--- config.mk ---
export PLATFORM = sky130hd
export DESIGN_NAME = usdp_top
export DESIGN_NICKNAME = d
export VERILOG_FILES = /design/src/verilog/usdp_uart.v
export VERILOG_INCLUDE_DIRS = /design/src /design/src/verilog
export SDC_FILE = /design/constraint.sdc
export NUM_CORES = 1
export LEC_CHECK = 0
export ABC_AREA = 1
export BUFFER_PORTS_ARGS = -buffer_cell sky130_fd_sc_hd__buf_4
export CAP_MARGIN = 25
export CORE_ASPECT_RATIO = 1.2
export CORE_UTILIZATION = 64
export CTS_CLUSTER_SIZE = 25
export DETAILED_ROUTE_END_ITERATION = 6
export PLACE_DENSITY_LB_ADDON = 0.15
export SETUP_SLACK_MARGIN = 0.15
export SLEW_MARGIN = 30
export SYNTH_ARGS = -nofsm -noshare
export SYNTH_HDL_FRONTEND = slang
export SYNTH_SLANG_ARGS = --single-unit
export TNS_END_PERCENT = 50
--- constraint.sdc ---
create_clock -name clock_in -period 11.9 [get_ports clock_in]
set_input_delay 0 -clock clock_in [delete_from_list [all_inputs] [get_ports clock_in]]
set_output_delay 0 -clock clock_in [all_outputs]
set_load 0.02 [all_outputs]
--- src/verilog/usdp_regs.vh ---
// Register indices, field positions, reset values and codes of the serial block
`ifndef USDP_REGS_VH
`define USDP_REGS_VH

// ------------------------------------------------------------
// Register indices within one channel
// ------------------------------------------------------------
`define USDP_IDX_STATUS 3'h0
`define USDP_IDX_CTL1 3'h1
`define USDP_IDX_CTL2 3'h2
`define USDP_IDX_DATA 3'h3
`define USDP_IDX_BDH 3'h4
`define USDP_IDX_BDL 3'h5
`define USDP_IDX_FMC 3'h6
`define USDP_IDX_RXCNT 3'h7

// ------------------------------------------------------------
// Status bit positions
// ------------------------------------------------------------
`define USDP_SR_PERR 7
`define USDP_SR_NF 6
`define USDP_SR_FERR 5
`define USDP_SR_OERR 4
`define USDP_SR_RIDLE 3
`define USDP_SR_RXIF 2
`define USDP_SR_TIDLE 1
`define USDP_SR_TXIF 0
`define USDP_SR_RESET 8'h0b

// ------------------------------------------------------------
// Control one and control two bit positions
// ------------------------------------------------------------
`define USDP_C1_EN 7
`define USDP_C1_NINE 6
`define USDP_C1_PREN 5
`define USDP_C1_PRT_HI 4
`define USDP_C1_PRT_LO 3
`define USDP_C1_BRK 2
`define USDP_C1_RX8 1
`define USDP_C1_TX8 0
`define USDP_C2_TXEN 7
`define USDP_C2_RXEN 6
`define USDP_C2_STOPS 5
`define USDP_C2_RIE 2
`define USDP_C2_TIIE 1
`define USDP_C2_TEIE 0

// ------------------------------------------------------------
// Parity types, trigger codes, frame lengths
// ------------------------------------------------------------
`define USDP_PAR_EVEN 2'h0
`define USDP_PAR_ODD 2'h1
`define USDP_PAR_MARK 2'h2
`define USDP_PAR_SPACE 2'h3
`define USDP_TRG_ONE 2'h0
`define USDP_TRG_TWO 2'h1
`define USDP_FRAME_8 4'hb
`define USDP_FRAME_9 4'hc
`define USDP_CTL_RESET 8'h00

`endif

--- src/verilog/usdp_uart.v ---
// Two-channel serial transceiver: receive queue, channel logic and top
`timescale 1ns/1ns
`include "usdp_regs.vh"

// ------------------------------------------------------------
// Queue of flip-flops with valid/ready on both sides
// ------------------------------------------------------------
module usdp_fifo #(
    parameter WIDTH = 9,
    parameter DEPTH = 16,
    parameter AW = 4
) (
    // Clock and reset
    input wire clock_in,
    input wire rst_in,
    input wire flush_in,
    // Fill side
    input wire in_valid_in,
    output wire in_ready_out,
    input wire [WIDTH-1:0] in_data_in,
    // Drain side
    output wire out_valid_out,
    input wire out_ready_in,
    output wire [WIDTH-1:0] out_data_out,
    output wire [AW:0] count_out
);
    reg [WIDTH-1:0] mem_q [0:DEPTH-1];
    reg [AW-1:0] wp_q;
    reg [AW-1:0] rp_q;
    reg [AW:0] cnt_q;
    wire push;
    wire pop;
    integer i;

    // Honest full and empty from the fill count
    assign in_ready_out = (cnt_q != DEPTH[AW:0]);
    assign out_valid_out = (cnt_q != {(AW+1){1'b0}});
    assign out_data_out = mem_q[rp_q];
    assign count_out = cnt_q;
    assign push = in_valid_in & in_ready_out;
    assign pop = out_valid_out & out_ready_in;

    // Pointer and count update, flush wins
    always @(posedge clock_in or posedge rst_in) begin
        if (rst_in) begin
            wp_q <= {AW{1'b0}};
            rp_q <= {AW{1'b0}};
            cnt_q <= {(AW+1){1'b0}};
            for (i = 0; i < DEPTH; i = i + 1) begin
                mem_q[i] <= {WIDTH{1'b0}};
            end
        end else if (flush_in) begin
            wp_q <= {AW{1'b0}};
            rp_q <= {AW{1'b0}};
            cnt_q <= {(AW+1){1'b0}};
        end else begin
            if (push) begin
                mem_q[wp_q] <= in_data_in;
                wp_q <= (wp_q == DEPTH[AW-1:0] - 1'b1) ? {AW{1'b0}} : wp_q + 1'b1;
            end
            if (pop) begin
                rp_q <= (rp_q == DEPTH[AW-1:0] - 1'b1) ? {AW{1'b0}} : rp_q + 1'b1;
            end
            if (push & ~pop) begin
                cnt_q <= cnt_q + 1'b1;
            end else if (pop & ~push) begin
                cnt_q <= cnt_q - 1'b1;
            end
        end
    end
endmodule

// ------------------------------------------------------------
// One serial channel with its eight registers
// ------------------------------------------------------------
module usdp_channel #(
    parameter RX_DEPTH = 4,
    parameter RX_AW = 2
) (
    // Clock and reset
    input wire clock_in,
    input wire rst_in,
    // Host access
    input wire [2:0] idx_in,
    input wire wr_in,
    input wire rd_in,
    input wire [7:0] wdata_in,
    output reg [7:0] rdata_out,
    // Serial pins and request
    input wire rx_pin_in,
    output reg tx_pin_out,
    output reg tx_oe_out,
    output reg irq_out
);
    localparam RX_IDLE = 1'b0;
    localparam RX_RUN = 1'b1;

    reg [7:0] ctl1_q, ctl2_q, bdh_q, bdl_q;
    reg [5:0] fmc_q;
    reg perr_q, nf_q, ferr_q, oerr_q, rxif_q, tidle_q, txif_q;
    reg [7:0] seen_q;
    reg [15:0] baud_q;
    reg [8:0] hold_q;
    reg hold_full_q;
    reg [11:0] tx_sh_q;
    reg [3:0] tx_left_q;
    reg rx_state_q;
    reg [2:0] rx_hist_q;
    reg [15:0] rx_cnt_q;
    reg [3:0] rx_idx_q;
    reg [8:0] rx_sh_q;
    reg rx_noise_q, rx_ferr_q;

    wire [15:0] divisor;
    wire en, nine, txen, rxen, brk, tick, rx_flush, stat_rd, data_rd, data_wr, data_acc;
    wire [RX_AW:0] rx_count;
    wire rx_ready, rx_valid, rx_push, rx_sample, rx_bit, rx_last, maj_noise;
    wire [8:0] rx_head, rx_word;
    wire [3:0] rx_nb;
    wire [RX_AW:0] trig;
    wire [7:0] status;
    wire par_err;
    wire [11:0] frame;

    // Parity of the word's low bits for the selected type
    function par_fn;
        input [8:0] d;
        input n9;
        input [1:0] typ;
        reg [7:0] low;
        begin
            low = n9 ? d[7:0] : {1'b0, d[6:0]};
            case (typ)
                `USDP_PAR_EVEN: par_fn = ^low;
                `USDP_PAR_ODD: par_fn = ~(^low);
                `USDP_PAR_MARK: par_fn = 1'b1;
                default: par_fn = 1'b0;
            endcase
        end
    endfunction

    // Control decode
    assign en = ctl1_q[`USDP_C1_EN];
    assign nine = ctl1_q[`USDP_C1_NINE];
    assign brk = ctl1_q[`USDP_C1_BRK];
    assign txen = ctl2_q[`USDP_C2_TXEN] & en;
    assign rxen = ctl2_q[`USDP_C2_RXEN] & en;
    assign divisor = {bdh_q, bdl_q};
    assign stat_rd = rd_in & (idx_in == `USDP_IDX_STATUS);
    assign data_rd = rd_in & (idx_in == `USDP_IDX_DATA);
    assign data_wr = wr_in & (idx_in == `USDP_IDX_DATA);
    assign data_acc = data_rd | data_wr;
    assign tick = (baud_q == 16'h0000);

    // Status image, read only to the host; receiver idle also while disabled
    assign status = {perr_q, nf_q, ferr_q, oerr_q, (rx_state_q == RX_IDLE),
        rxif_q, tidle_q, txif_q};

    // Receive queue ahead of the data register
    assign rx_flush = ~rxen;
    usdp_fifo #(.WIDTH(9), .DEPTH(RX_DEPTH), .AW(RX_AW)) u_rxq (
        .clock_in(clock_in),
        .rst_in(rst_in),
        .flush_in(rx_flush),
        .in_valid_in(rx_push),
        .in_ready_out(rx_ready),
        .in_data_in(rx_word),
        .out_valid_out(rx_valid),
        .out_ready_in(data_rd),
        .out_data_out(rx_head),
        .count_out(rx_count)
    );

    // Host read mux; shift registers have no index
    always @* begin
        case (idx_in)
            `USDP_IDX_STATUS: rdata_out = status;
            `USDP_IDX_CTL1: rdata_out = {ctl1_q[7:2], rx_head[8], 1'b0};
            `USDP_IDX_CTL2: rdata_out = ctl2_q;
            `USDP_IDX_DATA: rdata_out = rx_valid ? rx_head[7:0] : 8'h00;
            `USDP_IDX_BDH: rdata_out = bdh_q;
            `USDP_IDX_BDL: rdata_out = bdl_q;
            `USDP_IDX_FMC: rdata_out = {2'h0, fmc_q};
            `USDP_IDX_RXCNT: rdata_out = {{(7-RX_AW){1'b0}}, rx_count};
            default: rdata_out = 8'h00;
        endcase
    end

    // ------------------------------------------------------------
    // Control registers; status has no write path
    // ------------------------------------------------------------
    always @(posedge clock_in or posedge rst_in) begin
        if (rst_in) begin
            ctl1_q <= `USDP_CTL_RESET;
            ctl2_q <= `USDP_CTL_RESET;
            bdh_q <= `USDP_CTL_RESET;
            bdl_q <= `USDP_CTL_RESET;
            fmc_q <= 6'h00;
        end else begin
            if (wr_in) begin
                case (idx_in)
                    `USDP_IDX_CTL1: ctl1_q <= wdata_in;
                    `USDP_IDX_CTL2: ctl2_q <= wdata_in;
                    `USDP_IDX_BDH: bdh_q <= wdata_in;
                    `USDP_IDX_BDL: bdl_q <= wdata_in;
                    `USDP_IDX_FMC: fmc_q <= wdata_in[5:0];
                    default: ctl2_q <= ctl2_q;
                endcase
            end
            if (~en) begin
                // Disabled channel drops enables and break
                ctl2_q[`USDP_C2_TXEN] <= 1'b0;
                ctl2_q[`USDP_C2_RXEN] <= 1'b0;
                ctl1_q[`USDP_C1_BRK] <= 1'b0;
            end
        end
    end

    // Baud generator, period is divisor plus one cycles
    always @(posedge clock_in or posedge rst_in) begin
        if (rst_in) begin
            baud_q <= 16'h0000;
        end else if (~en | tick) begin
            baud_q <= divisor;
        end else begin
            baud_q <= baud_q - 16'h0001;
        end
    end

    // ------------------------------------------------------------
    // Transmitter
    // ------------------------------------------------------------
    assign frame = nine ?
        {2'b11, nine & ctl1_q[`USDP_C1_PREN] ?
            par_fn(hold_q, 1'b1, ctl1_q[`USDP_C1_PRT_HI:`USDP_C1_PRT_LO]) : hold_q[8],
            hold_q[7:0], 1'b0} :
        {3'b111, ctl1_q[`USDP_C1_PREN] ?
            par_fn(hold_q, 1'b0, ctl1_q[`USDP_C1_PRT_HI:`USDP_C1_PRT_LO]) : hold_q[7],
            hold_q[6:0], 1'b0};

    always @(posedge clock_in or posedge rst_in) begin
        if (rst_in) begin
            hold_q <= 9'h000;
            hold_full_q <= 1'b0;
            tx_sh_q <= 12'hfff;
            tx_left_q <= 4'h0;
            tx_pin_out <= 1'b1;
            tx_oe_out <= 1'b0;
            txif_q <= 1'b1;
            tidle_q <= 1'b1;
        end else begin
            tx_oe_out <= txen;
            if (~txen) begin
                // Abort and reset the transmitter
                hold_full_q <= 1'b0;
                tx_left_q <= 4'h0;
                tx_pin_out <= 1'b1;
                txif_q <= 1'b1;
                tidle_q <= 1'b1;
            end else begin
                // Sequence read status then write data clears
                if (data_wr & seen_q[`USDP_SR_TXIF]) begin
                    txif_q <= 1'b0;
                end
                // A queued byte never leaves the idle flag up
                if (data_wr) begin
                    tidle_q <= 1'b0;
                end
                if (data_wr) begin
                    hold_q <= {ctl1_q[`USDP_C1_TX8], wdata_in};
                    hold_full_q <= 1'b1;
                end
                if (tick) begin
                    if (tx_left_q != 4'h0) begin
                        tx_pin_out <= tx_sh_q[0];
                        tx_sh_q <= {1'b1, tx_sh_q[11:1]};
                        tx_left_q <= tx_left_q - 4'h1;
                    end else if (hold_full_q) begin
                        // Start bit goes out at once
                        tx_pin_out <= frame[0];
                        tx_sh_q <= {1'b1, frame[11:1]};
                        tx_left_q <= (nine ? `USDP_FRAME_9 : `USDP_FRAME_8) - 4'h1;
                        hold_full_q <= data_wr;
                        txif_q <= 1'b1;
                    end else if (brk) begin
                        tx_pin_out <= 1'b0;
                    end else begin
                        tx_pin_out <= 1'b1;
                        tidle_q <= txif_q & ~data_wr;
                    end
                end
            end
        end
    end

    // ------------------------------------------------------------
    // Receiver
    // ------------------------------------------------------------
    assign rx_nb = nine ? 4'h9 : 4'h8;
    assign rx_sample = (rx_state_q == RX_RUN) & (rx_cnt_q == 16'h0000);
    assign rx_bit = (rx_hist_q[0] & rx_hist_q[1]) | (rx_hist_q[1] & rx_hist_q[2]) |
        (rx_hist_q[0] & rx_hist_q[2]);
    assign maj_noise = ~(&rx_hist_q) & (|rx_hist_q);
    assign rx_last = rx_sample &
        (rx_idx_q == rx_nb + (ctl2_q[`USDP_C2_STOPS] ? 4'h2 : 4'h1));
    assign rx_word = nine ? rx_sh_q : {1'b0, rx_sh_q[8:1]};
    assign par_err = ctl1_q[`USDP_C1_PREN] &
        ((nine ? rx_word[8] : rx_word[7]) !=
        par_fn(rx_word, nine, ctl1_q[`USDP_C1_PRT_HI:`USDP_C1_PRT_LO]));
    assign rx_push = rx_last & ~oerr_q;
    localparam [RX_AW:0] TRIG_LVL_ONE = 1;
    localparam [RX_AW:0] TRIG_LVL_TWO = 2;
    localparam [RX_AW:0] TRIG_LVL_FULL = RX_DEPTH;
    assign trig = (fmc_q[1:0] == `USDP_TRG_ONE) ? TRIG_LVL_ONE :
        (fmc_q[1:0] == `USDP_TRG_TWO) ? TRIG_LVL_TWO : TRIG_LVL_FULL;

    always @(posedge clock_in or posedge rst_in) begin
        if (rst_in) begin
            rx_state_q <= RX_IDLE;
            rx_hist_q <= 3'h7;
            rx_cnt_q <= 16'h0000;
            rx_idx_q <= 4'h0;
            rx_sh_q <= 9'h000;
            rx_noise_q <= 1'b0;
            rx_ferr_q <= 1'b0;
        end else begin
            rx_hist_q <= {rx_hist_q[1:0], rx_pin_in};
            case (rx_state_q)
                RX_IDLE: begin
                    // Falling edge of idle-high line
                    if (rxen & rx_hist_q[1] & ~rx_hist_q[0]) begin
                        rx_state_q <= RX_RUN;
                        rx_cnt_q <= {1'b0, divisor[15:1]};
                        rx_idx_q <= 4'h0;
                        rx_noise_q <= 1'b0;
                        rx_ferr_q <= 1'b0;
                    end
                end
                RX_RUN: begin
                    if (~rxen) begin
                        rx_state_q <= RX_IDLE;
                    end else if (rx_sample) begin
                        rx_cnt_q <= divisor;
                        rx_idx_q <= rx_idx_q + 4'h1;
                        rx_noise_q <= rx_noise_q | maj_noise;
                        if (rx_idx_q == 4'h0 && rx_bit) begin
                            rx_state_q <= RX_IDLE; // False start
                        end else if (rx_idx_q != 4'h0 && rx_idx_q <= rx_nb) begin
                            rx_sh_q <= {rx_bit, rx_sh_q[8:1]};
                        end else if (rx_idx_q > rx_nb) begin
                            rx_ferr_q <= rx_ferr_q | ~rx_bit;
                        end
                        if (rx_last) begin
                            rx_state_q <= RX_IDLE;
                        end
                    end else begin
                        rx_cnt_q <= rx_cnt_q - 16'h0001;
                    end
                end
                default: rx_state_q <= RX_IDLE;
            endcase
        end
    end

    // ------------------------------------------------------------
    // Receive flags and status-read tracking; set beats clear
    // ------------------------------------------------------------
    always @(posedge clock_in or posedge rst_in) begin
        if (rst_in) begin
            perr_q <= 1'b0;
            nf_q <= 1'b0;
            ferr_q <= 1'b0;
            oerr_q <= 1'b0;
            rxif_q <= 1'b0;
            seen_q <= 8'h00;
            irq_out <= 1'b0;
        end else if (~rxen) begin
            perr_q <= 1'b0;
            nf_q <= 1'b0;
            ferr_q <= 1'b0;
            oerr_q <= 1'b0;
            rxif_q <= 1'b0;
            // Status record kept so transmit clears still work
            if (stat_rd) begin
                seen_q <= status;
            end else if (data_acc) begin
                seen_q <= 8'h00;
            end
            irq_out <= (txif_q & ctl2_q[`USDP_C2_TEIE]) | (tidle_q & ctl2_q[`USDP_C2_TIIE]);
        end else begin
            if (stat_rd) begin
                seen_q <= status;
            end else if (data_acc) begin
                seen_q <= 8'h00;
            end
            if (data_acc & seen_q[`USDP_SR_PERR]) perr_q <= 1'b0;
            if (data_acc & seen_q[`USDP_SR_NF]) nf_q <= 1'b0;
            if (data_acc & seen_q[`USDP_SR_FERR]) ferr_q <= 1'b0;
            if (data_acc & seen_q[`USDP_SR_OERR]) oerr_q <= 1'b0;
            if (data_rd & seen_q[`USDP_SR_RXIF] & (rx_count <= 1)) rxif_q <= 1'b0;
            if (rx_push & rx_ready) begin
                // Error flags land with the transfer
                if (par_err) perr_q <= 1'b1;
                if (rx_noise_q | maj_noise) nf_q <= 1'b1;
                if (rx_ferr_q | ~rx_bit) ferr_q <= 1'b1;
                if (rx_count + 1'b1 >= trig) rxif_q <= 1'b1;
            end
            if (rx_last & (~rx_ready | oerr_q)) begin
                oerr_q <= 1'b1;
            end
            irq_out <= (rxif_q & ctl2_q[`USDP_C2_RIE]) |
                (txif_q & ctl2_q[`USDP_C2_TEIE]) | (tidle_q & ctl2_q[`USDP_C2_TIIE]);
        end
    end
endmodule

// ------------------------------------------------------------
// Top: two independent channels sharing the host port
// ------------------------------------------------------------
module usdp_top #(
    parameter RX_DEPTH = 4,
    parameter RX_AW = 2
) (
    // Clock and reset
    input wire clock_in,
    input wire rst_in,
    // Host register port
    input wire [3:0] host_addr_in,
    input wire host_wr_in,
    input wire host_rd_in,
    input wire [7:0] host_wdata_in,
    output reg [7:0] host_rdata_out,
    // Serial pins
    input wire [1:0] rx_pin_in,
    output wire [1:0] tx_pin_out,
    output wire [1:0] tx_pin_oe_out,
    // Requests
    output wire [1:0] irq_out
);
    wire [15:0] rd_all;

    // Two channels selected by the top address bit
    genvar g;
    generate
        for (g = 0; g < 2; g = g + 1) begin : ch
            usdp_channel #(.RX_DEPTH(RX_DEPTH), .RX_AW(RX_AW)) u_ch (
                .clock_in(clock_in),
                .rst_in(rst_in),
                .idx_in(host_addr_in[2:0]),
                .wr_in(host_wr_in & (host_addr_in[3] == g)),
                .rd_in(host_rd_in & (host_addr_in[3] == g)),
                .wdata_in(host_wdata_in),
                .rdata_out(rd_all[g*8 +: 8]),
                .rx_pin_in(rx_pin_in[g]),
                .tx_pin_out(tx_pin_out[g]),
                .tx_oe_out(tx_pin_oe_out[g]),
                .irq_out(irq_out[g])
            );
        end
    endgenerate
    // Registered read data, one cycle after the strobe
    always @(posedge clock_in or posedge rst_in) begin
        if (rst_in) begin
            host_rdata_out <= 8'h00;
        end else if (host_rd_in) begin
            host_rdata_out <= host_addr_in[3] ? rd_all[15:8] : rd_all[7:0];
        end
    end
endmodule
## Word level (Yosys, flattened, before mapping)

Cells that the tools add are included.

- $add $sub $neg: 20
- $lt $le $gt $ge: 14
- Eq/ne operators: 53
- Mux-type cells: 223
- Bitwise operators: 121
- Reduce and logical (&&, ||, !) cells: 67

Operator list:

| kind | number |
|---|---|
| 16-bit two-way mux | 8 |
| 8-bit case mux with 8 select lines | 2 |
| 1-bit two-way mux | 118 |
| 8-bit two-way mux | 13 |
| 36-bit bitwise mux | 2 |
| 9-bit two-way mux | 8 |
| 1-bit bitwise AND | 68 |
| 16-bit logical NOT | 4 |
| 16-bit case mux with 2 select lines | 2 |
| 16-bit by 1-bit subtractor with 16-bit output (second input constant) | 4 |
| 4-bit two-way mux | 14 |
| 12-bit two-way mux | 4 |
| 3-bit two-way mux | 16 |
| 8-bit parity | 6 |
| 2-bit != test (second input constant) | 22 |
| 2-bit AND reduction | 22 |
| 9-bit binary-select mux with 2-bit select | 2 |
| 9-bit demux with 2-bit select | 2 |
| 2-bit two-way mux | 16 |
| 1-bit inverter | 29 |
| 10-bit two-way mux | 2 |
| 1-bit OR | 20 |
| 3-bit != test (second input constant) | 6 |
| 1-bit case mux with 3 select lines | 6 |
| 35 further kinds | 102 |

- Register bits after elaboration: 360
- Input bits: 18
- Word-level logic and storage cells: 573

## Longest topological paths before layout

Gate-level depths: netlist of the first run.

- Depth after elaboration: 11
- Gate-level depth with buffers: 14

## Hierarchy

Synthesis of the first run repeated with hierarchy kept, for this count alone.

- Cell total of the unflattened synthesis: 2339
- Area total of the unflattened synthesis: 18894.4 um^2

Modules (own cells, without submodules):

| module | times used | cells an instance | area each (um^2) | seq. area each (um^2) |
|---|---|---|---|---|
| usdp_channel at ch[1].u_ch | 1 | 913 | 7241.9 | 3196.8 |
| usdp_channel at ch[0].u_ch | 1 | 905 | 7041.8 | 3196.8 |
| usdp_fifo | 2 | 234 | 2092.0 | 1076.0 |
| usdp_top | 1 | 53 | 426.7 | 200.2 |

## Worst setup path after synthesis of the first run

Ideal clock, no wire load.

- Path kind: reg2reg
- Start point: register ch[1].u_ch.ctl1_q[6]
- End point: register ch[1].u_ch.u_rxq.cnt_q[2]
- Setup time: 83 ps
- Arrival: 2386 ps
- Required time: 11817 ps
- Setup slack: 9432 ps
- Stages on the path, launching flop included: 12
- Buffers on the path: 1
- Cells stage by stage: dfrtp_1 clkinv_1 clkbuf_1 ha_1 xnor2_1 nor3_1 nand2_4 nor2_8 ha_1 nor2_1 nand3_1 o21ai_0

- Longest elaborated chain between the ends: 9
- Elaborated cells on any way between the ends: 12
- Classes of those cells: add/sub: 1; eq/ne: 2; mux: 3; bitwise: 6

RTL lines:

| element | RTL line | source |
|---|---|---|
| start, declared | usdp_uart.v:98 | `reg [7:0] ctl1_q, ctl2_q, bdh_q, bdl_q;` |
| start signal, assigned | usdp_uart.v:194 | `` ctl1_q <= `USDP_CTL_RESET; `` |
| start signal, assigned | usdp_uart.v:202 | `` `USDP_IDX_CTL1: ctl1_q <= wdata_in; `` |
| 1-bit two-way mux (*) | usdp_uart.v:299 | `assign rx_nb = nine ? 4'h9 : 4'h8;` |
| 4-bit adder (*) | usdp_uart.v:305 | `` (rx_idx_q == rx_nb + (ctl2_q[`USDP_C2_STOPS] ? 4'h2 : 4'h1)); `` |
| 4-bit equality test (*) | usdp_uart.v:305 |  |
| 1-bit bitwise AND (*) | usdp_uart.v:304 | `assign rx_last = rx_sample &` |
| 1-bit bitwise AND (*) | usdp_uart.v:310 | `assign rx_push = rx_last & ~oerr_q;` |
| 1-bit bitwise AND (*) | usdp_uart.v:40 | `assign push = in_valid_in & in_ready_out;` |
| 1-bit inverter / 1-bit bitwise AND (equally long branches) | usdp_uart.v:66, usdp_uart.v:64 |  |
| 1-bit bitwise AND / 3-bit two-way mux (equally long branches) | usdp_uart.v:66, usdp_uart.v:64 |  |
| 3-bit != test (no line) / 3-bit two-way mux (equally long branches) | -- |  |
| end signal, assigned | usdp_uart.v:48 | `cnt_q <= {(AW+1){1'b0}};` |
| end signal, assigned | usdp_uart.v:65 | `cnt_q <= cnt_q + 1'b1;` |
| end signal, assigned | usdp_uart.v:67 | `cnt_q <= cnt_q - 1'b1;` |
| end, declared | usdp_uart.v:30 | `reg [AW:0] cnt_q;` |

Mark *: on every way between the ends. The rest lies on a longest branch, timed or not.
A chain may end at the register's enable or synchronous reset.

## Final worst setup path of the first run

Same ends and word-level chain as after synthesis.

==> results of run 1 <==
-- kinds of logic (layout without fill, tap and decap cells) --
kind of cell,Yosys count,after routing
compound gates,560,560
flops,348,348
mux,8,8
xor+xnor,45,45
simple gates,966,966
fa+ha+maj,45,45
buf+inv,332,379
-- power by group --
part | internal (mW) | leakage, nW | switching, mW
Clock | 0.683 | 0.608 | 0.481
Sequential | 1.29 | 4.56 | 0.118
Combinational | 0.158 | 4.58 | 0.316
Total | 2.13 | 9.74 | 0.915
-- registers in the layout (all words and copies together), names as in the netlist, 4 cells and up --
register,flops
ch.u_ch.baud_q,32
ch.u_ch.hold_q,18
ch.u_ch.tx_sh_q,18
ch.u_ch.fmc_q,12
ch.u_ch.tx_left_q,8
ch.u_ch.rx_sh_q,18
ch.u_ch.bdl_q,16
ch.u_ch.ctl1_q,14
host_rdata_out,8
ch.u_ch.u_rxq.mem_q,72
ch.u_ch.u_rxq.rp_q,4
ch.u_ch.u_rxq.wp_q,4
ch.u_ch.ctl2_q,16
ch.u_ch.u_rxq.count_out,6
ch.u_ch.seen_q,12
ch.u_ch.bdh_q,16
ch.u_ch.rx_hist_q,6
ch.u_ch.rx_idx_q,8
ch.u_ch.rx_cnt_q,32
-- final timing paths --
path                       slack, ns                                        end
min                             0.13              host_rdata_out[1]$_DFFE_PP0P_
max                             8.36  ch[1].u_ch.u_rxq.count_out[2]$_DFFE_PP0P_
min reg2reg                     0.38          ch[1].u_ch.rx_hist_q[1]$_DFF_PP1_
max reg2reg                     8.36  ch[1].u_ch.u_rxq.count_out[2]$_DFFE_PP0P_
max in group asynchronous       9.85     ch[1].u_ch.u_rxq.mem_q[34]$_DFFE_PP0P_
min in group asynchronous       0.23            ch[1].u_ch.baud_q[12]$_DFF_PP0_
-- layout by cell type, fill, tap and decap left out, types with 18 or more instances in the layout --
| master | n |
|---|---|
| a21oi_1 | 61 |
| a31oi_1 | 21 |
| buf_4 | 31 |
| clkbuf_16 | 37 |
| dfrtp_1 | 318 |
| dfstp_2 | 30 |
| ha_1 | 45 |
| inv_1 | 249 |
| nand2_1 | 569 |
| nand3_1 | 99 |
| nand4_1 | 22 |
| nor2_1 | 209 |
| o211ai_1 | 18 |
| o21ai_0 | 268 |
| o21ai_1 | 76 |
| o22ai_1 | 46 |
| xnor2_1 | 26 |
| xor2_1 | 19 |
-- per-stage QoR --
step	hold WS (ns)	util	instance area (um2)
after floorplan	0.00448	-	18500
after global placement	0.110	0.668	18800
after detailed placement	0.111	0.669	18800
after CTS	0.0882	0.717	20200
after global routing	0.141	0.717	20200
final	0.127	0.717	20200
-- area by class of cell --
| type | instances | area, um2 | area share |
|---|---|---|---|
| Sequential cell | 348 | 8750 | 0.433 |
| Multi-Input combinational cell | 1624 | 8350 | 0.413 |
| Clock buffer | 48 | 1040 | 0.0514 |
| Inverter | 266 | 1010 | 0.0498 |
| Tap cell | 379 | 474 | 0.0235 |
| Timing Repair Buffer | 48 | 407 | 0.0201 |
| Clock inverter | 17 | 178 | 0.00880 |
-- routing by layer --
layer | vias up | track usage | wire [um] | share of wire
met5 | - | 0 | 0 | 0
met4 | 0 | 0.160 | 2240 | 0.044
met1 | 7762 | 0.464 | 20700 | 0.41
met3 | 147 | 0.0430 | 3010 | 0.059
li1 | 7689 | - | - | -
met2 | 587 | 0.606 | 25000 | 0.49
-- Yosys cell counts, types with 13 or more instances --
cell | count | area (um2)
xnor2_1 | 26 | 228
nand3_1 | 99 | 495
dfrtp_1 | 318 | 7960
o211ai_1 | 18 | 135
nor3_1 | 13 | 65.1
inv_1 | 250 | 938
o21ai_0 | 268 | 1340
clkbuf_1 | 38 | 143
a31oi_1 | 21 | 131
ha_1 | 45 | 563
dfstp_2 | 30 | 788
a21oi_1 | 61 | 305
nand2_1 | 569 | 2140
o21ai_1 | 76 | 380
a22oi_1 | 16 | 120
xor2_1 | 19 | 166
o22ai_1 | 46 | 288
o31ai_1 | 13 | 97.6
nand4_1 | 22 | 138
nor2_1 | 209 | 785
-- worst register-to-register path, stage by stage, from the launching register on --
cell and delay, ns:
dfrtp_1 0.84, clkinv_1 0.68, ha_1 0.51, xnor2_1 0.13
nor3_1 0.32, nand2_4 0.12, nor2_8 0.22, ha_1 0.30
nor2_1 0.19, nand3_1 0.11, o21ai_0 0.08
-- timing repair --
| item | in CTS | in global routing |
|---|---|---|
| hold buffers | 14 | 0 |
| setup buffers | 0 | 0 |
| resized for setup | 0 | 0 |
| endpoints found under the hold margin | 148 | 0 |
| setup endpoints to repair | 0 | 0 |
==> summary.md, run 1 <==
| Metric | Value |
|---|---|
| Fillers | 2,272 |
| Initial antenna violation count | 0 |
| Starting density of the core | 0.655 |
| Placed cell count | 2,651 |
| Fin crit period | 3.54 ns |
| Die area | 29,500 um2 |
| Syn nets | 2,367 |
| Post-synth cell types | 58 |
| ANT cells | 0 |
| Worst hold stages | 5 |
| Final worst setup slack | 8.36 ns |
| Gr usage total | 0.360 |
| Critical-path top delay cell | dfrtp_1 |
| CP endpoint kind | register |
| Mapped cell area | 18,500 um2 |
| Cells after synthesis | 2,304 |
| Die height | 188 um |
| CTS Buffer Depth | 3 |
| Placement Setup Slack | 8.46 ns |
| Worst stage delay on the critical path | 0.84 ns |
| Initial drt markers | 1,399 |
| Post-Synth XOR/XNOR Area | 0.0214 |
| Primary FF master, synth | dfrtp_1 |
| Synth Register Bits | 348 |
| Lkg Pwr | 9.74 nW |
| EDFF count, synth | 0 |
| Arr. time, crit path | 3.98 ns |
| RSZ-0062 raised after global routing | false |
| CTS tree | built |
| DR vias/cell | 5.93 |
| Skew final | 0.0167 ns |
| Final Power | 3.04 mW |
| Kind of critical path | register to register |
| I/O Buffers | 31 |
| Max Cap Viol | 0 |
| Std-Cell Rows | 67 |
| Worst Hold Class | primary input to register |
| Largest net degree at the start of global routing | 121 |
| Worst Max-Slew Pin Slew | 0.906 ns |
| FMAX | 0.282 GHz |
| Final nets | 2,388 |
| Non-Filler Instances | 2,730 |
| Final WL | 51,000 um |
| Final hold violation count | 0 |
| P&R area growth vs syn | 9.44% |
| Die Wd | 157 um |
| R2r worst-path depth | 10 |
| CP cell instances | clkinv_1 -> ha_1 -> xnor2_1 -> nor3_1 -> nand2_4 -> nor2_8 -> ha_1 -> nor2_1 -> nand3_1 -> o21ai_0 |
| Adder-cell area share of the yosys netlist | 0.0305 |
| Power Density | 151 nW/um2 |
| Hpwl dp | 36,700 um |
| Worst path most repeated cell | ha_1 |
| WL per Instance | 18.7 um |
| Share of layout cells above drive strength 1 | 0.0774 |
| Combinational family with the most area after synthesis | simple AND/OR/NAND/NOR gates |
| Avg Synthesized Cell Area | 8.01 um2 |
| Residual DRC | 0 |
| Setup tns final | 0 ns |
| Io pins | 32 |
| 1st-pass router iterations | 6 |
| Async SR Flop Fraction | 1.00 |
| Hold path start | host_addr_in[1] |
| Worst-path fanout max | 24 |
| Post-synthesis compound-gate area fraction | 0.171 |
| Worst rel slew slack | 0.394 |
| Worst vdd ir | 127 uV |
| Critical Path RT | 12.34 ns |
| H-tree Lvls | 2 |
| Skew-Pair Late Insertion Delay | 0.52 ns |
| Crit path launch | ch[1].u_ch.ctl1_q[6]$_DFFE_PP0P_ |
| YS warnings | 0 |
| GR Overflow Total | 0 |
| CTS clock-pin slew for the worst setup and hold paths | 0.07 ns |
| CTS Sinks | 348 |
| Seq/Total Area, Yosys | 0.474 |
| CP top delay family | simple AND/OR/NAND/NOR gates |
| TritonCTS Buffers | 37 |
| Multiplexer area fraction after synthesis | 0.00441 |
| Vias | 16,200 |
| Final period util | 0.298 |
| Reg2reg start | ch[1].u_ch.ctl1_q[6]$_DFFE_PP0P_ |
| Placer Congestion | 1.01 |
| Buf+Inv Stages, Crit Path | 1 |
| Pins over their slew limit | 0 |
| First-pass GRT wire length | 82,700 um |
| Post-route antenna net violation count | 0 |
| # setup viols final | 0 |
| Core area | 28,200 um2 |
| Clk root buf | clkbuf_16 |
| Setup crit start kind | register |
| Number of global-route vias before repair | 15,800 |
| Fraction of the mapped netlist area in simple logic gates | 0.225 |
| Status | complete, no violations |
| Cell count along the critical path | 10 |
Power figures use the tool's default switching activity.
==> inputs of run 2 (changes only) <==
Settings changed: ABC_AREA 1 to 0, CORE_UTILIZATION 64 to 63.
Clock period 11.9 ns to 3.6 ns, I/O delays scaled along.
==> run 2 against run 1 <==
The flow now finishes with violations (DRC). Via count fell by 13%. Global-route usage shrank 3.1 points. Combinational power increased to 3.5 times the previous value. Critical path type unchanged. Critical endpoint unchanged. Largest power group unchanged.
==> summary.md, run 2 <==
| Metric | Value |
|---|---|
| CTS Sinks | 348 |
| EDFF count, synth | 0 |
| Seq/Total Area, Yosys | 0.486 |
| 1st-pass router iterations | 7 |
| Post-route antenna net violation count | 0 |
| Gr usage total | 0.328 |
| Placer Congestion | 0.897 |
| Share of layout cells above drive strength 1 | 0.158 |
| RSZ-0062 raised after global routing | false |
| Multi-input gate area | 8730 um2 |
| Min Hold Slack | 0.0245 ns |
| Worst-path fanout max | 5 |
| Dominant cell by count in the synthesized netlist | dfrtp_1 |
| TritonCTS Buffers | 37 |
| Lkg Pwr | 8.87 nW |
| Skew final | 0.0131 ns |
| Skew-Pair Late Insertion Delay | 0.53 ns |
| Io pins | 32 |
| Critical Path RT | 4.04 ns |
| GR Overflow Total | 0 |
| # setup viols final | 0 |
| Core area | 28,000 um2 |
| Initial antenna violation count | 1 |
| R2r worst-path depth | 9 |
| Setup crit start kind | register |
| Die area | 29,200 um2 |
| Power Density | 516 nW/um2 |
| Commonest cells post-synth | dfrtp_1 (318), nand2_1 (274), o21ai_0 (199), nor2_1 (118), mux2_2 (93) |
| Number of global-route vias before repair | 14,000 |
| Fin crit period | 3.08 ns |
| GR Util met1 | 0.453 |
| Starting density of the core | 0.643 |
| Initial drt markers | 1,271 |
| Hold path start | host_addr_in[3] |
| Yosys top cell area share | 0.442 |
| WL per Instance | 20.8 um |
| Vias | 14,100 |
| Residual DRC | 1 |
| Avg Synthesized Cell Area | 10.1 um2 |
| Failing checks | DRC |
| Reg2Reg Setup Slack | 0.52 ns |
| Final Power | 10.3 mW |
| I/O Buffers | 31 |
| Post-synth cell types | 78 |
| Commonest non-fill, non-tap cell in the layout | dfrtp_1 |
| Area occupied by registers | 8750 um2 |
| Clk root buf | clkbuf_16 |
| Worst Hold Class | primary input to register |
| H-tree Lvls | 2 |
| Met3 Use GR | 0.0700 |
| CTS tree | built |
| FMAX | 0.324 GHz |
| R2r endpoint | ch[1].u_ch.u_rxq.count_out[2]$_DFFE_PP0P_ |
| GR met2 Demand/Resource | 0.520 |
| Largest register by flop count | ch.u_ch.u_rxq.mem_q |
| Reg2reg start | ch[1].u_ch.rx_cnt_q[0]$_DFFE_PP0P_ |
| Most frequent cells in the layout | dfrtp_1 (318), nand2_1 (274), o21ai_0 (198), nor2_1 (118), mux2_2 (93) |
| P&R area growth vs syn | 11.0% |
| Max FFs per register | 72 |
| Synth Register Bits | 348 |
| Async SR Flop Fraction | 1.00 |
| Kind of critical path | register to register |
| YS warnings | 0 |
| Syn nets | 1,843 |
| Finished Core Util | 0.714 |
| Die Wd | 156 um |
| Post_cts resized | 0 |
| Final period util | 0.856 |
| First-pass GRT wire length | 75,100 um |
| Area leader, netlist | dfrtp_1 |
| CTS Buffer Depth | 3 |
| Fillers | 2,040 |
| Regs by FF count | ch.u_ch.u_rxq.mem_q: 72 flops, ch.u_ch.baud_q: 32 flops, ch.u_ch.rx_cnt_q: 32 flops |
| Most Crowded Layer GR | met2 |
| Status | finished, violations left |
| Arr. time, crit path | 3.53 ns |
| Max Cap Viol | 0 |
| Largest net degree at the start of global routing | 113 |
| Final WL | 46,200 um |
| Worst rel slew slack | 0.440 |
| Final hold violation count | 0 |
| Cells after synthesis | 1,780 |
| Worst vdd ir | 345 uV |
| ANT cells | 0 |
| Hpwl dp | 31,300 um |
| Primary FF master, synth | dfrtp_1 |
| CTS clock-pin slew for the worst setup and hold paths | 0.06 ns |
| Min-Delay Endpoint | ch[0].u_ch.u_rxq.rp_q[1]$_DFFE_PP0P_ |
| Top cells by area, synth | dfrtp_1 (44%), mux2_2 (5.8%), nand2_1 (5.7%), o21ai_0 (5.5%), dfstp_2 (4.4%) |
| Die height | 187 um |
| DR vias/cell | 6.36 |
| Final nets | 1,880 |
| Pins over their slew limit | 0 |
| Mapped cell area | 18,000 um2 |
| Worst hold stages | 4 |
| CP endpoint kind | register |
| Worst Max-Slew Pin Slew | 0.838 ns |
| Std-Cell Rows | 67 |
run 2: kinds of logic (layout without fill, tap and decap cells):
group | Yosys count | in the layout | synth area share
AND/OR/NAND/NOR | 592 | 592 | 0.150
AO/OA/AOI/OAI | 434 | 434 | 0.147
flip-flops | 348 | 348 | 0.486
multiplexers | 172 | 172 | 0.118
buffers and inverters | 124 | 185 | 0.0301
XOR/XNOR | 65 | 65 | 0.0378
adder cells (fa/ha/maj) | 45 | 45 | 0.0313
run 2: worst max path at each step:
stage                                                 to  slack (ns)  cells past startpoint                                from
2_1_floorplan             ch[0].u_ch.baud_q[0]$_DFF_PP0_       -1.03                      1                              rst_in
3_3_place_gp   ch[1].u_ch.u_rxq.count_out[2]$_DFFE_PP0P_        0.60                      9  ch[1].u_ch.rx_cnt_q[0]$_DFFE_PP0P_
3_5_place_dp   ch[1].u_ch.u_rxq.count_out[2]$_DFFE_PP0P_        0.52                      9  ch[1].u_ch.rx_cnt_q[0]$_DFFE_PP0P_
4_1_cts        ch[1].u_ch.u_rxq.count_out[2]$_DFFE_PP0P_        0.52                      9  ch[1].u_ch.rx_cnt_q[0]$_DFFE_PP0P_
5_1_grt        ch[1].u_ch.u_rxq.count_out[2]$_DFFE_PP0P_        0.26                      9  ch[1].u_ch.rx_cnt_q[0]$_DFFE_PP0P_
6_report       ch[1].u_ch.u_rxq.count_out[2]$_DFFE_PP0P_        0.52                      9  ch[1].u_ch.rx_cnt_q[0]$_DFFE_PP0P_
run 2: power breakdown:
| group | internal [mW] | total, mW | switching, mW |
|---|---|---|---|
| Sequential | 4.29 | 4.77 | 0.485 |
| Clock | 2.30 | 3.86 | 1.56 |
| Combinational | 0.732 | 1.66 | 0.931 |
run 2: final cells by class:
class                           instances  share of cell area
Clock buffer                           53              0.0544
Clock inverter                         10             0.00639
Inverter                               43             0.00827
Multi-Input combinational cell       1308               0.437
Sequential cell                       348               0.438
Tap cell                              379              0.0237
Timing Repair Buffer                   79              0.0327
run 2: stage by stage:
| step | setup TNS, ns | instances | cell area [um2] | setup slack (ns) |
|---|---|---|---|---|
| CTS | 0 | 2220 | 20000 | 0.517 |
| detailed placement | 0 | 2143 | 18600 | 0.523 |
| floorplan | -328.79 | 1780 | 18000 | -1.03 |
| global placement | 0 | 2143 | 18600 | 0.598 |
| finish | 0 | 2220 | 20000 | 0.518 |
| global route | 0 | 2220 | 20000 | 0.263 |
run 2: layer usage:
metal,vias up,part of all wire,wire length (um)
met5,-,0.00028,13
met4,2,0.027,1270
met3,92,0.085,3930
met2,576,0.48,22000
met1,6997,0.41,18900
li1,6460,-,-
run 2: worst max-delay path: stages, from the launching register on:
cell,delay (ns)
dfrtp_1,0.41
inv_1,0.11
ha_1,0.15
nor4b_1,0.44
and3_1,0.22
nand3_1,0.14
nor4b_1,0.61
ha_1,0.39
or3_1,0.36
a21oi_1,0.14
run 2: timing repair:
item	in CTS	in global routing
buffers inserted	0	0
hold endpoints to repair	186	0
hold buffers	14	0
==> inputs of run 3 (changes only) <==
Settings changed: PLACE_DENSITY from default to 0.77, PLACE_DENSITY_LB_ADDON 0.15 to default, RECOVER_POWER from default to 50.
==> run 3 against run 2 <==
Sequential power barely moved. Cell area barely moved. Cell count barely moved. The run ends with capacitance limit, slew limit left. Sequential share of layout area barely moved. Maximum frequency fell by 1.1%. Utilization rose by 0.054 points. Die area did not move. Highest routed layer is now met4.
==> summary.md, run 3 (synthesized netlist as in run 2, its figures left out) <==
| Metric | Value |
|---|---|
| Hold Buf Count CTS | 15 |
| Area occupied by registers | 8750 um2 |
| Number of global-route vias before repair | 14,100 |
| Placed Area | 18,600 um2 |
| Hpwl dp | 31,300 um |
| Skew-Pair Late Insertion Delay | 0.55 ns |
| Initial drt markers | 1,376 |
| P&R area growth vs syn | 11.1% |
| Core area | 28,000 um2 |
| Die height | 187 um |
| Lkg Pwr | 8.83 nW |
| Regs by FF count | ch.u_ch.u_rxq.mem_q: 72 flops, ch.u_ch.baud_q: 32 flops, ch.u_ch.rx_cnt_q: 32 flops |
| Critical-path top delay cell | nor3_1 |
| DR vias/cell | 6.35 |
| Multi-input gate area | 8730 um2 |
| Std-Cell Rows | 67 |
| TritonCTS Buffers | 37 |
| Power Density | 529 nW/um2 |
| Final worst setup slack | 0.483 ns |
| Post_cts resized | 0 |
| Min-Delay Endpoint | host_rdata_out[6]$_DFFE_PP0P_ |
| Clk root buf | clkbuf_16 |
| CTS Buffer Depth | 3 |
| Starting density of the core | 0.643 |
| Worst hold stages | 4 |
| Worst Max-Slew Pin Slew | 1.82 ns |
| Most frequent cells in the layout | dfrtp_1 (318), nand2_1 (274), o21ai_0 (198), nor2_1 (118), mux2_2 (93) |
| Post-route antenna net violation count | 0 |
| ANT cells | 0 |
| Largest register by flop count | ch.u_ch.u_rxq.mem_q |
| Setup crit start kind | register |
| Max Cap Viol | 1 |
| Kind of critical path | register to register |
| CTS clock-pin slew for the worst setup and hold paths | 0.07 ns |
| RSZ-0062 raised after global routing | false |
| Failing checks | capacitance limit, slew limit |
| I/O Buffers | 31 |
| Fin crit period | 3.12 ns |
| H-tree Lvls | 2 |
| Arr. time, crit path | 3.56 ns |
| FMAX | 0.321 GHz |
| Share of layout cells above drive strength 1 | 0.149 |
| Final period util | 0.866 |
| Skew final | 0.0190 ns |
| Final Cell Area | 20,000 um2 |
| First-pass GRT wire length | 75,200 um |
| GR Util met1 | 0.450 |
| R2r worst-path depth | 5 |
| Largest net degree at the start of global routing | 96 |
| 1st-pass router iterations | 7 |
| CTS tree | built |
| Final hold violation count | 0 |
| Final nets | 1,879 |
| Max FFs per register | 72 |
| GR met2 Demand/Resource | 0.533 |
| CP cell instances | and2_0 -> nand2_1 -> nor3_1 -> nand2_1 -> o21ai_0 |
| Critical Path RT | 4.04 ns |
| Most Crowded Layer GR | met2 |
| Worst path most repeated cell | nand2_1 |
| Postcts setup bufs | 0 |
| Status | finished, violations left |
| R2r endpoint | ch[0].u_ch.u_rxq.mem_q[24]$_DFFE_PP0P_ |
| Worst stage delay on the critical path | 0.84 ns |
| Worst-path fanout max | 17 |
| Initial antenna violation count | 0 |
| CP endpoint kind | register |
| Hold path start | host_addr_in[1] |
| Gr usage total | 0.329 |
| Die area | 29,200 um2 |
| # setup viols final | 0 |
| Finished Core Util | 0.714 |
| Final WL | 46,200 um |
| Crit path launch | ch[0].u_ch.ctl2_q[6]$_DFFE_PP0P_ |
| Worst Hold Class | primary input to register |
| Commonest non-fill, non-tap cell in the layout | dfrtp_1 |
| Fillers | 2,088 |
| Die Wd | 156 um |
| Pins over their slew limit | 35 |
| Reg2Reg Setup Slack | 0.48 ns |
| CTS Sinks | 348 |
| Placement Setup Slack | 0.575 ns |
| GR Overflow Total | 0 |
| Met3 Use GR | 0.0646 |
| WL per Instance | 20.8 um |
| Io pins | 32 |
| Setup tns final | 0 ns |
| Residual DRC | 0 |
| Reg2reg start | ch[0].u_ch.ctl2_q[6]$_DFFE_PP0P_ |
| Worst vdd ir | 532 uV |
| Worst rel slew slack | -0.212 |
| Vias | 14,100 |
| Placer Congestion | 0.921 |
==> run 3: cell type report <==
type	instances	area share
timing repair buffer	78	0.0273
tap	379	0.0237
multi-input combinational	1308	0.437
inverter	43	0.00814
clock buffer	45	0.0529
clock inverter	21	0.0138
sequential	348	0.437
==> run 3: per-stage QoR <==
step / total power [mW] / hold slack [ns] / instances
6_report: 10.6 / 0.119 / 2222
5_1_grt: 11.0 / 0.141 / 2222
2_1_floorplan: 5.87 / 0.00448 / 1780
3_3_place_gp: 6.39 / 0.108 / 2141
3_5_place_dp: 6.44 / 0.110 / 2141
4_1_cts: 10.6 / 0.102 / 2222
==> run 3: how the worst max path moves through the flow <==
stage / slack [ns] / cells past startpoint / end
2_1_floorplan: -1.03 / 1 / ch[0].u_ch.baud_q[0]$_DFF_PP0_
3_3_place_gp: 0.64 / 10 / ch[0].u_ch.u_rxq.count_out[2]$_DFFE_PP0P_
6_report: 0.48 / 5 / ch[0].u_ch.u_rxq.mem_q[24]$_DFFE_PP0P_
5_1_grt: 0.29 / 11 / ch[0].u_ch.u_rxq.count_out[2]$_DFFE_PP0P_
4_1_cts: 0.49 / 9 / ch[1].u_ch.u_rxq.count_out[2]$_DFFE_PP0P_
3_5_place_dp: 0.57 / 9 / ch[1].u_ch.u_rxq.count_out[2]$_DFFE_PP0P_
==> run 3: per-layer routing <==
| layer | vias up | routed length (um) |
|---|---|---|
| met3 | 104 | 3640 |
| met1 | 6940 | 19200 |
| li1 | 6449 | - |
| met5 | - | 0 |
| met2 | 616 | 22100 |
| met4 | 0 | 1200 |
==> run 3: power by group <==
group,switching [mW],internal [mW]
combinational,0.937,0.710
sequential,0.481,4.29
clock,1.63,2.53
total,3.05,7.53
==> run 3: worst max-delay path: cells and delay by family, from the launching register on <==
kind            cells  cell delay, ns
simple gates        4            2.29
flops               1            0.43
compound gates      1            0.29
